===== src/pkg/sfcg_regs.svh =====
`ifndef SFCG_REGS_SVH
`define SFCG_REGS_SVH

// ----------------------------------------------------------------
// Timing
// ----------------------------------------------------------------
`define SFCG_CLK_PERIOD_NS   25
`define SFCG_PU_TIME_US      300
// Longest time, so the division rounds down
`define SFCG_PU_CYCLES ((`SFCG_PU_TIME_US * 1000) / `SFCG_CLK_PERIOD_NS)

// ----------------------------------------------------------------
// Configuration register one
// ----------------------------------------------------------------
`define SFCG_CFG_LC_HI       7
`define SFCG_CFG_LC_LO       6
`define SFCG_CFG_QE_BIT      1
`define SFCG_CFG_RESET       8'h02

// ----------------------------------------------------------------
// Frame bit counts
// ----------------------------------------------------------------
`define SFCG_OPC_BITS        16'h0008
`define SFCG_WREG_FULL_BITS  16'h0018
`define SFCG_ADDR_SINGLE     16'h0018
`define SFCG_ADDR_QUAD       16'h0006
`define SFCG_ADDR_DDR        16'h0003

// ----------------------------------------------------------------
// Mode cycles per read type, dummy cycles per latency code
// ----------------------------------------------------------------
`define SFCG_MODE_NONE       8'h00
`define SFCG_MODE_QIO        8'h02
`define SFCG_MODE_DDR        8'h01
`define SFCG_DUMMY_LC0       8'h08
`define SFCG_DUMMY_LC1       8'h04
`define SFCG_DUMMY_LC2       8'h05
`define SFCG_DUMMY_LC3       8'h06
`define SFCG_DDR_DUMMY_LC0   8'h06
`define SFCG_DDR_DUMMY_LC1   8'h04
`define SFCG_DDR_DUMMY_LC2   8'h05
`define SFCG_DDR_DUMMY_LC3   8'h07

// ----------------------------------------------------------------
// Instruction codes
// ----------------------------------------------------------------
`define SFCG_OP_READ         8'h03
`define SFCG_OP_FAST_READ    8'h0b
`define SFCG_OP_QUAD_OUT     8'h6b
`define SFCG_OP_QIOR         8'heb
`define SFCG_OP_DDR_QIOR     8'hed
`define SFCG_OP_PP           8'h02
`define SFCG_OP_QUAD_PROG    8'h32
`define SFCG_OP_SE           8'hd8
`define SFCG_OP_P4E          8'h20
`define SFCG_OP_BE           8'h60
`define SFCG_OP_WREG         8'h01
`define SFCG_OP_WREN         8'h06
`define SFCG_OP_SW_RESET     8'hf0

`endif


===== src/pkg/sfcg_pkg.sv =====
package sfcg_pkg;

    // Power sequencing states
    typedef enum logic [1:0] {
        PWR_OFF,
        PWR_POR,
        PWR_FAIL,
        PWR_READY
    } sfcg_pwr_t;

endpackage : sfcg_pkg


===== src/design/sfcg_top.sv =====
`timescale 1ns/1ps
`include "sfcg_regs.svh"

module sfcg_top
    import sfcg_pkg::*;
#(
    parameter int PU_CYCLES = `SFCG_PU_CYCLES
) (
    // System clock and reset
    input  wire logic       CLK_SYS_IN,
    input  wire logic       RST_IN,
    // Serial link pins
    input  wire logic       CS_N_IN,
    input  wire logic       SCK_IN,
    input  wire logic       SI_IN,
    input  wire logic       HW_RESET_N_IN,
    // Supply monitor levels
    input  wire logic       VCC_ABOVE_MIN_IN,
    input  wire logic       VCC_ABOVE_CUTOFF_IN,
    // Command admission
    output logic            READY_OUT,
    output logic            CMD_ACCEPT_OUT,
    output logic [7:0]      CMD_OPCODE_OUT,
    output logic            EXEC_OUT,
    output logic            WLATCH_OUT,
    // Interface configuration
    output logic [7:0]      CFG_OUT,
    output logic [7:0]      MODE_CYCLES_OUT,
    output logic [7:0]      DUMMY_CYCLES_OUT,
    output logic            LATENCY_OUT,
    output logic [3:0]      IO_OE_OUT,
    output logic            HOLD_WP_EN_OUT
);

    localparam int PCW = $clog2(PU_CYCLES + 1);

    // ------------------------------------------------------------
    // Pin synchronisation
    // ------------------------------------------------------------
    logic [5:0] pins_s;
    logic       cs_n_s;
    logic       sck_s;
    logic       si_s;
    logic       hrst_n_s;
    logic       vmin_s;
    logic       vcut_s;

    sfcg_sync #(
        .WIDTH   (6),
        .RST_VAL (6'h24)
    ) u_sync (
        .clk_in   (CLK_SYS_IN),
        .rst_in   (RST_IN),
        .async_in ({CS_N_IN, SCK_IN, SI_IN, HW_RESET_N_IN,
                    VCC_ABOVE_MIN_IN, VCC_ABOVE_CUTOFF_IN}),
        .sync_out (pins_s)
    );

    assign {cs_n_s, sck_s, si_s, hrst_n_s, vmin_s, vcut_s} = pins_s;

    // ------------------------------------------------------------
    // Instruction classes
    // ------------------------------------------------------------
    function automatic logic is_quad(input logic [7:0] op);
        is_quad = (op == `SFCG_OP_QUAD_PROG) || (op == `SFCG_OP_QUAD_OUT) ||
                  (op == `SFCG_OP_QIOR) || (op == `SFCG_OP_DDR_QIOR);
    endfunction : is_quad

    function automatic logic is_modify(input logic [7:0] op);
        is_modify = (op == `SFCG_OP_PP) || (op == `SFCG_OP_QUAD_PROG) ||
                    (op == `SFCG_OP_SE) || (op == `SFCG_OP_P4E) ||
                    (op == `SFCG_OP_BE) || (op == `SFCG_OP_WREG);
    endfunction : is_modify

    function automatic logic is_read(input logic [7:0] op);
        is_read = (op == `SFCG_OP_READ) || (op == `SFCG_OP_FAST_READ) ||
                  (op == `SFCG_OP_QUAD_OUT) || (op == `SFCG_OP_QIOR) ||
                  (op == `SFCG_OP_DDR_QIOR);
    endfunction : is_read

    // Edge count at which the address phase ends
    function automatic logic [15:0] addr_end(input logic [7:0] op);
        unique case (op)
            `SFCG_OP_QIOR:     addr_end = `SFCG_OPC_BITS + `SFCG_ADDR_QUAD;
            `SFCG_OP_DDR_QIOR: addr_end = `SFCG_OPC_BITS + `SFCG_ADDR_DDR;
            default:           addr_end = `SFCG_OPC_BITS + `SFCG_ADDR_SINGLE;
        endcase
    endfunction : addr_end

    function automatic logic [7:0] mode_of(input logic [7:0] op);
        unique case (op)
            `SFCG_OP_QIOR:     mode_of = `SFCG_MODE_QIO;
            `SFCG_OP_DDR_QIOR: mode_of = `SFCG_MODE_DDR;
            default:           mode_of = `SFCG_MODE_NONE;
        endcase
    endfunction : mode_of

    // Plain read has no latency whatever the code says
    function automatic logic [7:0] dummy_of(input logic [7:0] op,
                                            input logic [1:0] lc);
        logic [7:0] sdr;
        logic [7:0] ddr;
        sdr = (lc == 2'h0) ? `SFCG_DUMMY_LC0 :
              (lc == 2'h1) ? `SFCG_DUMMY_LC1 :
              (lc == 2'h2) ? `SFCG_DUMMY_LC2 : `SFCG_DUMMY_LC3;
        ddr = (lc == 2'h0) ? `SFCG_DDR_DUMMY_LC0 :
              (lc == 2'h1) ? `SFCG_DDR_DUMMY_LC1 :
              (lc == 2'h2) ? `SFCG_DDR_DUMMY_LC2 : `SFCG_DDR_DUMMY_LC3;
        if (op == `SFCG_OP_READ) begin
            dummy_of = 8'h00;
        end else if (op == `SFCG_OP_DDR_QIOR) begin
            dummy_of = ddr;
        end else begin
            dummy_of = sdr;
        end
    endfunction : dummy_of

    // ------------------------------------------------------------
    // Power sequencing
    // ------------------------------------------------------------
    sfcg_pwr_t      pwr_q;
    sfcg_pwr_t      pwr_d;
    logic [PCW-1:0] por_cnt_q;
    logic [PCW-1:0] por_cnt_d;
    logic           sw_reset_hit;
    logic           cmd_ready;

    // A drop below cut-off needs a full re-initialisation
    always_comb begin
        pwr_d     = pwr_q;
        por_cnt_d = por_cnt_q;
        if (!vcut_s) begin
            pwr_d     = PWR_OFF;
            por_cnt_d = '0;
        end else begin
            unique case (pwr_q)
                PWR_OFF: begin
                    if (vmin_s) begin
                        pwr_d = PWR_POR;
                    end
                end
                PWR_POR: begin
                    if (!vmin_s) begin
                        pwr_d = PWR_FAIL;
                    end else if (por_cnt_q == PCW'(PU_CYCLES - 1)) begin
                        pwr_d = PWR_READY;
                    end else begin
                        por_cnt_d = por_cnt_q + PCW'(1);
                    end
                end
                PWR_FAIL: begin
                    if (vmin_s && (!hrst_n_s || sw_reset_hit)) begin
                        pwr_d     = PWR_POR;
                        por_cnt_d = '0;
                    end
                end
                PWR_READY: begin
                    pwr_d = PWR_READY;
                end
            endcase
        end
    end

    always_ff @(posedge CLK_SYS_IN or posedge RST_IN) begin
        if (RST_IN) begin
            pwr_q     <= PWR_OFF;
            por_cnt_q <= '0;
        end else begin
            pwr_q     <= pwr_d;
            por_cnt_q <= por_cnt_d;
        end
    end

    assign cmd_ready = (pwr_q == PWR_READY) && vcut_s;

    // ------------------------------------------------------------
    // Frame tracking and command admission
    // ------------------------------------------------------------
    logic        cs_d_q;
    logic        sck_d_q;
    logic        cs_fall;
    logic        cs_rise;
    logic        sck_rise;
    logic [15:0] bits_q;
    logic [15:0] bits_d;
    logic [7:0]  op_q;
    logic [7:0]  op_d;
    logic [15:0] data_q;
    logic [15:0] data_d;
    logic        frame_ok_q;
    logic        frame_ok_d;
    logic        accept_q;
    logic        accept_d;
    logic        exec_q;
    logic        exec_d;
    logic        wlatch_q;
    logic        wlatch_d;
    logic [7:0]  cfg_q;
    logic [7:0]  cfg_d;
    logic [7:0]  mode_q;
    logic [7:0]  mode_d;
    logic [7:0]  dummy_q;
    logic [7:0]  dummy_d;
    logic [15:0] lat_start_q;
    logic [15:0] lat_start_d;
    logic        lat_q;
    logic        lat_d;
    logic [3:0]  oe_q;
    logic [3:0]  oe_d;
    logic [7:0]  op_full;
    logic        opc_done;
    logic        len_ok;

    assign cs_fall  = cs_d_q && !cs_n_s;
    assign cs_rise  = !cs_d_q && cs_n_s;
    assign sck_rise = sck_s && !sck_d_q && !cs_n_s;
    assign op_full  = {op_q[6:0], si_s};
    assign opc_done = sck_rise && (bits_q == `SFCG_OPC_BITS - 16'h0001);
    assign len_ok   = (bits_q[2:0] == 3'h0);
    assign sw_reset_hit = opc_done && (op_full == `SFCG_OP_SW_RESET);

    // Frame bookkeeping and the actions taken at its end
    always_comb begin
        bits_d      = bits_q;
        op_d        = op_q;
        data_d      = data_q;
        frame_ok_d  = frame_ok_q && cmd_ready && hrst_n_s;
        accept_d    = 1'b0;
        exec_d      = 1'b0;
        wlatch_d    = wlatch_q;
        cfg_d       = cfg_q;
        mode_d      = mode_q;
        dummy_d     = dummy_q;
        lat_start_d = lat_start_q;
        lat_d       = lat_q;
        oe_d        = oe_q;
        if (pwr_q != PWR_READY || !hrst_n_s) begin
            wlatch_d = 1'b0;
        end
        if (cs_fall) begin
            bits_d     = 16'h0000;
            op_d       = 8'h00;
            frame_ok_d = cmd_ready && hrst_n_s;
            lat_d      = 1'b0;
            oe_d       = 4'h0;
        end else if (sck_rise) begin
            if (bits_q != 16'hffff) begin
                bits_d = bits_q + 16'h0001;
            end
            if (bits_q < `SFCG_OPC_BITS) begin
                op_d = op_full;
            end else if (bits_q < `SFCG_WREG_FULL_BITS) begin
                data_d = {data_q[14:0], si_s};
            end
            if (opc_done && frame_ok_d) begin
                if (is_quad(op_full) && !cfg_q[`SFCG_CFG_QE_BIT]) begin
                    frame_ok_d = 1'b0;
                end else begin
                    accept_d    = 1'b1;
                    mode_d      = mode_of(op_full);
                    dummy_d     = dummy_of(op_full,
                                  cfg_q[`SFCG_CFG_LC_HI:`SFCG_CFG_LC_LO]);
                    lat_start_d = addr_end(op_full) + 16'(mode_of(op_full));
                end
            end
            // Latency window, then the memory may take the bus
            if (frame_ok_d && is_read(op_q) && !opc_done) begin
                lat_d = (bits_d >= lat_start_q) &&
                        (bits_d < lat_start_q + 16'(dummy_q));
                if (bits_d >= lat_start_q + 16'(dummy_q)) begin
                    oe_d = (op_q == `SFCG_OP_READ ||
                            op_q == `SFCG_OP_FAST_READ) ? 4'h2 : 4'hf;
                end else begin
                    oe_d = 4'h0;
                end
            end
        end else if (cs_rise) begin
            lat_d = 1'b0;
            oe_d  = 4'h0;
            // Odd lengths fall through with no flag at all; a supply
            // loss in this very cycle still cancels the command
            if (frame_ok_d && bits_q >= `SFCG_OPC_BITS) begin
                if (is_modify(op_q) && wlatch_q && len_ok) begin
                    exec_d   = 1'b1;
                    wlatch_d = 1'b0;
                    if (op_q == `SFCG_OP_WREG &&
                        bits_q == `SFCG_WREG_FULL_BITS) begin
                        cfg_d = data_q[7:0];
                    end
                end else if (op_q == `SFCG_OP_WREN &&
                             bits_q == `SFCG_OPC_BITS) begin
                    wlatch_d = 1'b1;
                end
            end
        end
    end

    // Configuration survives a pin reset; only system reset reloads 8'h02
    always_ff @(posedge CLK_SYS_IN or posedge RST_IN) begin
        if (RST_IN) begin
            cs_d_q      <= 1'b1;
            sck_d_q     <= 1'b0;
            bits_q      <= 16'h0000;
            op_q        <= 8'h00;
            data_q      <= 16'h0000;
            frame_ok_q  <= 1'b0;
            accept_q    <= 1'b0;
            exec_q      <= 1'b0;
            wlatch_q    <= 1'b0;
            cfg_q       <= `SFCG_CFG_RESET;
            mode_q      <= 8'h00;
            dummy_q     <= 8'h00;
            lat_start_q <= 16'h0000;
            lat_q       <= 1'b0;
            oe_q        <= 4'h0;
        end else begin
            cs_d_q      <= cs_n_s;
            sck_d_q     <= sck_s;
            bits_q      <= bits_d;
            op_q        <= op_d;
            data_q      <= data_d;
            frame_ok_q  <= frame_ok_d;
            accept_q    <= accept_d;
            exec_q      <= exec_d;
            wlatch_q    <= wlatch_d;
            cfg_q       <= cfg_d;
            mode_q      <= mode_d;
            dummy_q     <= dummy_d;
            lat_start_q <= lat_start_d;
            lat_q       <= lat_d;
            oe_q        <= oe_d;
        end
    end

    // ------------------------------------------------------------
    // Outputs
    // ------------------------------------------------------------
    assign READY_OUT        = (pwr_q == PWR_READY);
    assign CMD_ACCEPT_OUT   = accept_q;
    assign CMD_OPCODE_OUT   = op_q;
    assign EXEC_OUT         = exec_q;
    assign WLATCH_OUT       = wlatch_q;
    assign CFG_OUT          = cfg_q;
    assign MODE_CYCLES_OUT  = mode_q;
    assign DUMMY_CYCLES_OUT = dummy_q;
    assign LATENCY_OUT      = lat_q;
    assign IO_OE_OUT        = oe_q;
    // Hold and protect pins carry data in quad mode
    assign HOLD_WP_EN_OUT   = !cfg_q[`SFCG_CFG_QE_BIT];
endmodule : sfcg_top


===== src/design/sfcg_sync.sv =====
`timescale 1ns/1ps

module sfcg_sync #(
    parameter int                 WIDTH   = 1,
    parameter logic [WIDTH-1:0]   RST_VAL = '0
) (
    // Clock and reset
    input  wire logic             clk_in,
    input  wire logic             rst_in,
    // Asynchronous levels in, synchronised levels out
    input  wire logic [WIDTH-1:0] async_in,
    output logic      [WIDTH-1:0] sync_out
);

    logic [WIDTH-1:0] meta_q;
    logic [WIDTH-1:0] meta_d;
    logic [WIDTH-1:0] sync_q;
    logic [WIDTH-1:0] sync_d;

    // First stage is read only by the second
    always_comb begin
        meta_d = async_in;
        sync_d = meta_q;
    end

    // Two flip-flop chain
    always_ff @(posedge clk_in or posedge rst_in) begin
        if (rst_in) begin
            meta_q <= RST_VAL;
            sync_q <= RST_VAL;
        end else begin
            meta_q <= meta_d;
            sync_q <= sync_d;
        end
    end

    assign sync_out = sync_q;

endmodule : sfcg_sync


===== config.mk =====
export PLATFORM = sky130hd
export DESIGN_NAME = sfcg_top
export DESIGN_NICKNAME = d
export VERILOG_FILES = /design/src/pkg/sfcg_pkg.sv /design/src/design/sfcg_top.sv /design/src/design/sfcg_sync.sv
export VERILOG_INCLUDE_DIRS = /design/src /design/src/pkg
export SDC_FILE = /design/constraint.sdc
export NUM_CORES = 1
export LEC_CHECK = 0
export BUFFER_PORTS_ARGS = -buffer_cell sky130_fd_sc_hd__buf_2
export CELL_PAD_IN_SITES_DETAIL_PLACEMENT = 0
export CELL_PAD_IN_SITES_GLOBAL_PLACEMENT = 1
export CORE_MARGIN = 5
export CORE_UTILIZATION = 28
export DETAILED_ROUTE_END_ITERATION = 8
export PLACE_DENSITY_LB_ADDON = 0.1
export SYNTH_ARGS = -nofsm -noshare
export SYNTH_HDL_FRONTEND = slang
export SYNTH_SLANG_ARGS = --single-unit

===== constraint.sdc =====
create_clock -name CLK_SYS_IN -period 4.78 [get_ports CLK_SYS_IN]
set_input_delay 0.239 -clock CLK_SYS_IN [delete_from_list [all_inputs] [get_ports CLK_SYS_IN]]
set_output_delay 0.239 -clock CLK_SYS_IN [all_outputs]
set_load 0.01 [all_outputs]

==> impl_metrics.yaml <==
synth:
  synthSimpleGateAreaFrac_pct: 21.1
  synth_edf_count: 0
  yosysTopAreaCell: "dfrtp_1"
  synth_area_per_cell_um2: 9.55
  synth_top_cell_area_share_pct: 40.1
  synth_top_family_by_area: "simple AND/OR/NAND/NOR gates"
  synth_warnings: 0
  synth_mux_area_share_pct: 4.41
  async_flop_share_pct: 100
  synth_cell_type_count: 65
  synth_fa_ha_area_share_pct: 6.51
  syn_inst: 523
  synth-compound-area-share_pct: 14.2
  synth_xor_area_share_pct: 4.38
  synthesis.area_um2: 4990
  ys.flop_type: "dfrtp_1"
  yosys_register_bits: 86
  synthTopCellsByArea: "dfrtp_1 40%, ha_1 6.5%, nand2_1 4.1%"
  ys_seq_area_share_pct: 43.2
global_route:
  gr-usage-met3_pct: 3.23
  grt_util_met1_pct: 17.3
  grt_pass1_vias: 4076
  grt_start_max_net_pins: 60
  grt-ovfl-total: 0
  use_met2_pct: 21.8
  antenna_found_initial: 0
  gr-usage-all-layers_pct: 13.3
  grt.busiest_layer: "met2"
  grt_pass1_wl_um: 21600
die:
  die_x_um: 144
  dieArea_um2: 20600
  coreArea_um2: 17400
  fp-row-count: 48
  initial_core_util_pct: 28.7
  die-height_um: 144
  io_pins: 50
detailed_routing:
  drt_iter0_drc: 207
  routed_wl_um: 12700
  via_per_inst: 4.95
  antenna_left: 0
  first_pass_iters: 4
  wl_per_cell_um: 16.2
  vias: 3873
  drc: 0
timing:
  max_slew_margin_pct: 45.6
  finalMaxSlewViolations: 0
  setup-tns-final_ns: 0
  clock_skew_ns: 0.00868
  rsz0062_at_grt: "false"
  hold_viol_final: 0
  maxClockFrequency_mhz: 282
  setup_viol: 0
  min_period_ns: 3.54
  worstMarginPinSlew_ns: 0.816
  final.period_utilization_pct: 74.1
power_and_ir_drop:
  switching_share_pct: 27.1
  total_leakage_power_nw: 2.45
  p_switching_mw: 0.433
  share_comb_of_total_power_pct: 10.2
  seq_power_share_pct: 47.9
  power_frac_clock_pct: 41.8
  cellInternalPower_mw: 1.17
  power_density_nw_per_um2: 282
  peakVddDrop_v: 0.000157
setup_path:
  crit_fanout: 12
  crit_arrival_ns: 3.77
  critPathLaunchType: "flip-flop"
  required_ns: 5.01
  r2r_setup_slack_ns: 1.24
  cp-end-kind: "flip-flop"
  critPathKind: "flip-flop to flip-flop"
cts:
  clk_pin_slew_worst_paths_ns: 0.06
  cts_hold_buf: 7
  cts_root_buffer: "clkbuf_16"
  worstSkewPairLatency_ns: 0.35
  cts_tree: "yes"
  htree_levels: 3
  cts_sinks: 86
  cts_made_buffers: 9
  cts_setup_buffers: 0
  clk_path_buf_depth: 2
  cts_resized: 0
placed_design:
  dpl.hpwl_um: 9100
  place_area_um2: 5320
  portBuffers: 39
  place_congestion: 0.787
finish:
  final_common_cell: "dfrtp_1"
  layout.nets: 586
  layout_common_cells: "80 x dfrtp_1, 54 x nand2_1, 42 x nor2_1, 39 x buf_2, 31 x o21ai_0"
  area_delta_synth_final_pct: 13.4
  drive_above_1_share_pct: 16.9
  fill_cells: 1839
  final_area_um2: 5660
  n_antenna_cell: 0
worst_hold_path:
  hold_path.class: "flip-flop to flip-flop"
run_status:
  status: "finished clean"
flow_run:
  max_cap_violations: 0
[worst max-delay path: stages (launching register included)]
cell and delay (ns):
dfrtp_1 0.44, ha_1 0.29, nand3_1 0.12, or4_1 0.74
nand2_1 0.14, o21ai_0 0.16, ha_1 0.27, nor4b_1 0.31
nor3_1 0.09, o311ai_0 0.48, nand2_1 0.14, a32o_1 0.27
[metrics by stage]
stage / power, mW / hold slack (ns) / util [%] / cells / setup WS, ns
after floorplan: 0.903 / 0.243 / - / 532 / 1.73
after global routing: 1.69 / 0.351 / 32.5 / 782 / 0.826
after detailed placement: 0.944 / 0.289 / 30.5 / 759 / 1.27
after global placement: 0.944 / 0.276 / 30.5 / 759 / 1.41
after CTS: 1.64 / 0.350 / 32.5 / 782 / 1.24
final: 1.60 / 0.347 / 32.5 / 782 / 1.24
[registers in the layout (all words and copies together), names as in the netlist, 2 cells and up]
| signal | cells |
|---|---|
| CFG_OUT | 8 |
| CMD_OPCODE_OUT | 8 |
| DUMMY_CYCLES_OUT | 4 |
| IO_OE_OUT | 2 |
| bits_q | 16 |
| data_q | 8 |
| lat_start_q | 4 |
| por_cnt_q | 14 |
| pwr_q | 2 |
| u_sync.meta_q | 6 |
| u_sync.sync_out | 6 |
[power groups by stage]
stage	Sequential (mW)	Combinational, mW	Clock, mW
4_1_cts	0.767	0.169	0.704
3_5_place_dp	0.780	0.164	0
5_1_grt	0.769	0.191	0.729
3_3_place_gp	0.779	0.165	0
2_1_floorplan	0.772	0.131	0
6_report	0.767	0.164	0.669
[path summary, 6_finish.rpt]
check,to,depth (start not counted),from
max in group asynchronous,IO_OE_OUT[2],4,RST_IN
worst max register to register,IO_OE_OUT[1],11,bits_q[0]
worst min-delay path,u_sync.sync_out[3],0,u_sync.meta_q[3]
min in group asynchronous,CFG_OUT[0],3,RST_IN
worst min register to register,u_sync.sync_out[3],0,u_sync.meta_q[3]
worst max-delay path,IO_OE_OUT[1],11,bits_q[0]
[logic make-up after synthesis]
kind of cell             Yosys count
XOR/XNOR                          25
multiplexers                      20
AO/OA/AOI/OAI                     99
other                              1
adder cells (fa/ha/maj)           26
flip-flops                        86
buffers and inverters             64
AND/OR/NAND/NOR                  202
[cell usage after synthesis, drive strengths merged, types with 16 or more instances]
master,count
a21oi,24
buf,22
clkbuf,19
dfrtp,80
ha,26
inv,23
mux2,16
nand2,54
nand3,24
nor2,43
o21ai,33
xnor2,18
[area by class of cell]
type | count | area (um2) | area share [%]
Multi-Input combinational cell | 382 | 2560 | 45.3
Sequential cell | 86 | 2160 | 38.1
Timing Repair Buffer | 50 | 295 | 5.21
Tap cell | 225 | 282 | 4.97
Clock buffer | 11 | 243 | 4.29
Inverter | 23 | 87.6 | 1.55
Clock inverter | 5 | 32.5 | 0.574
[per-layer routing]
metal	part of all wire, %	wire length [um]
met5	0	0
met4	1.6	203
met3	3.9	500
met2	47	6020
met1	47	5960
No activity file was read; power rests on OpenSTA's default activity.
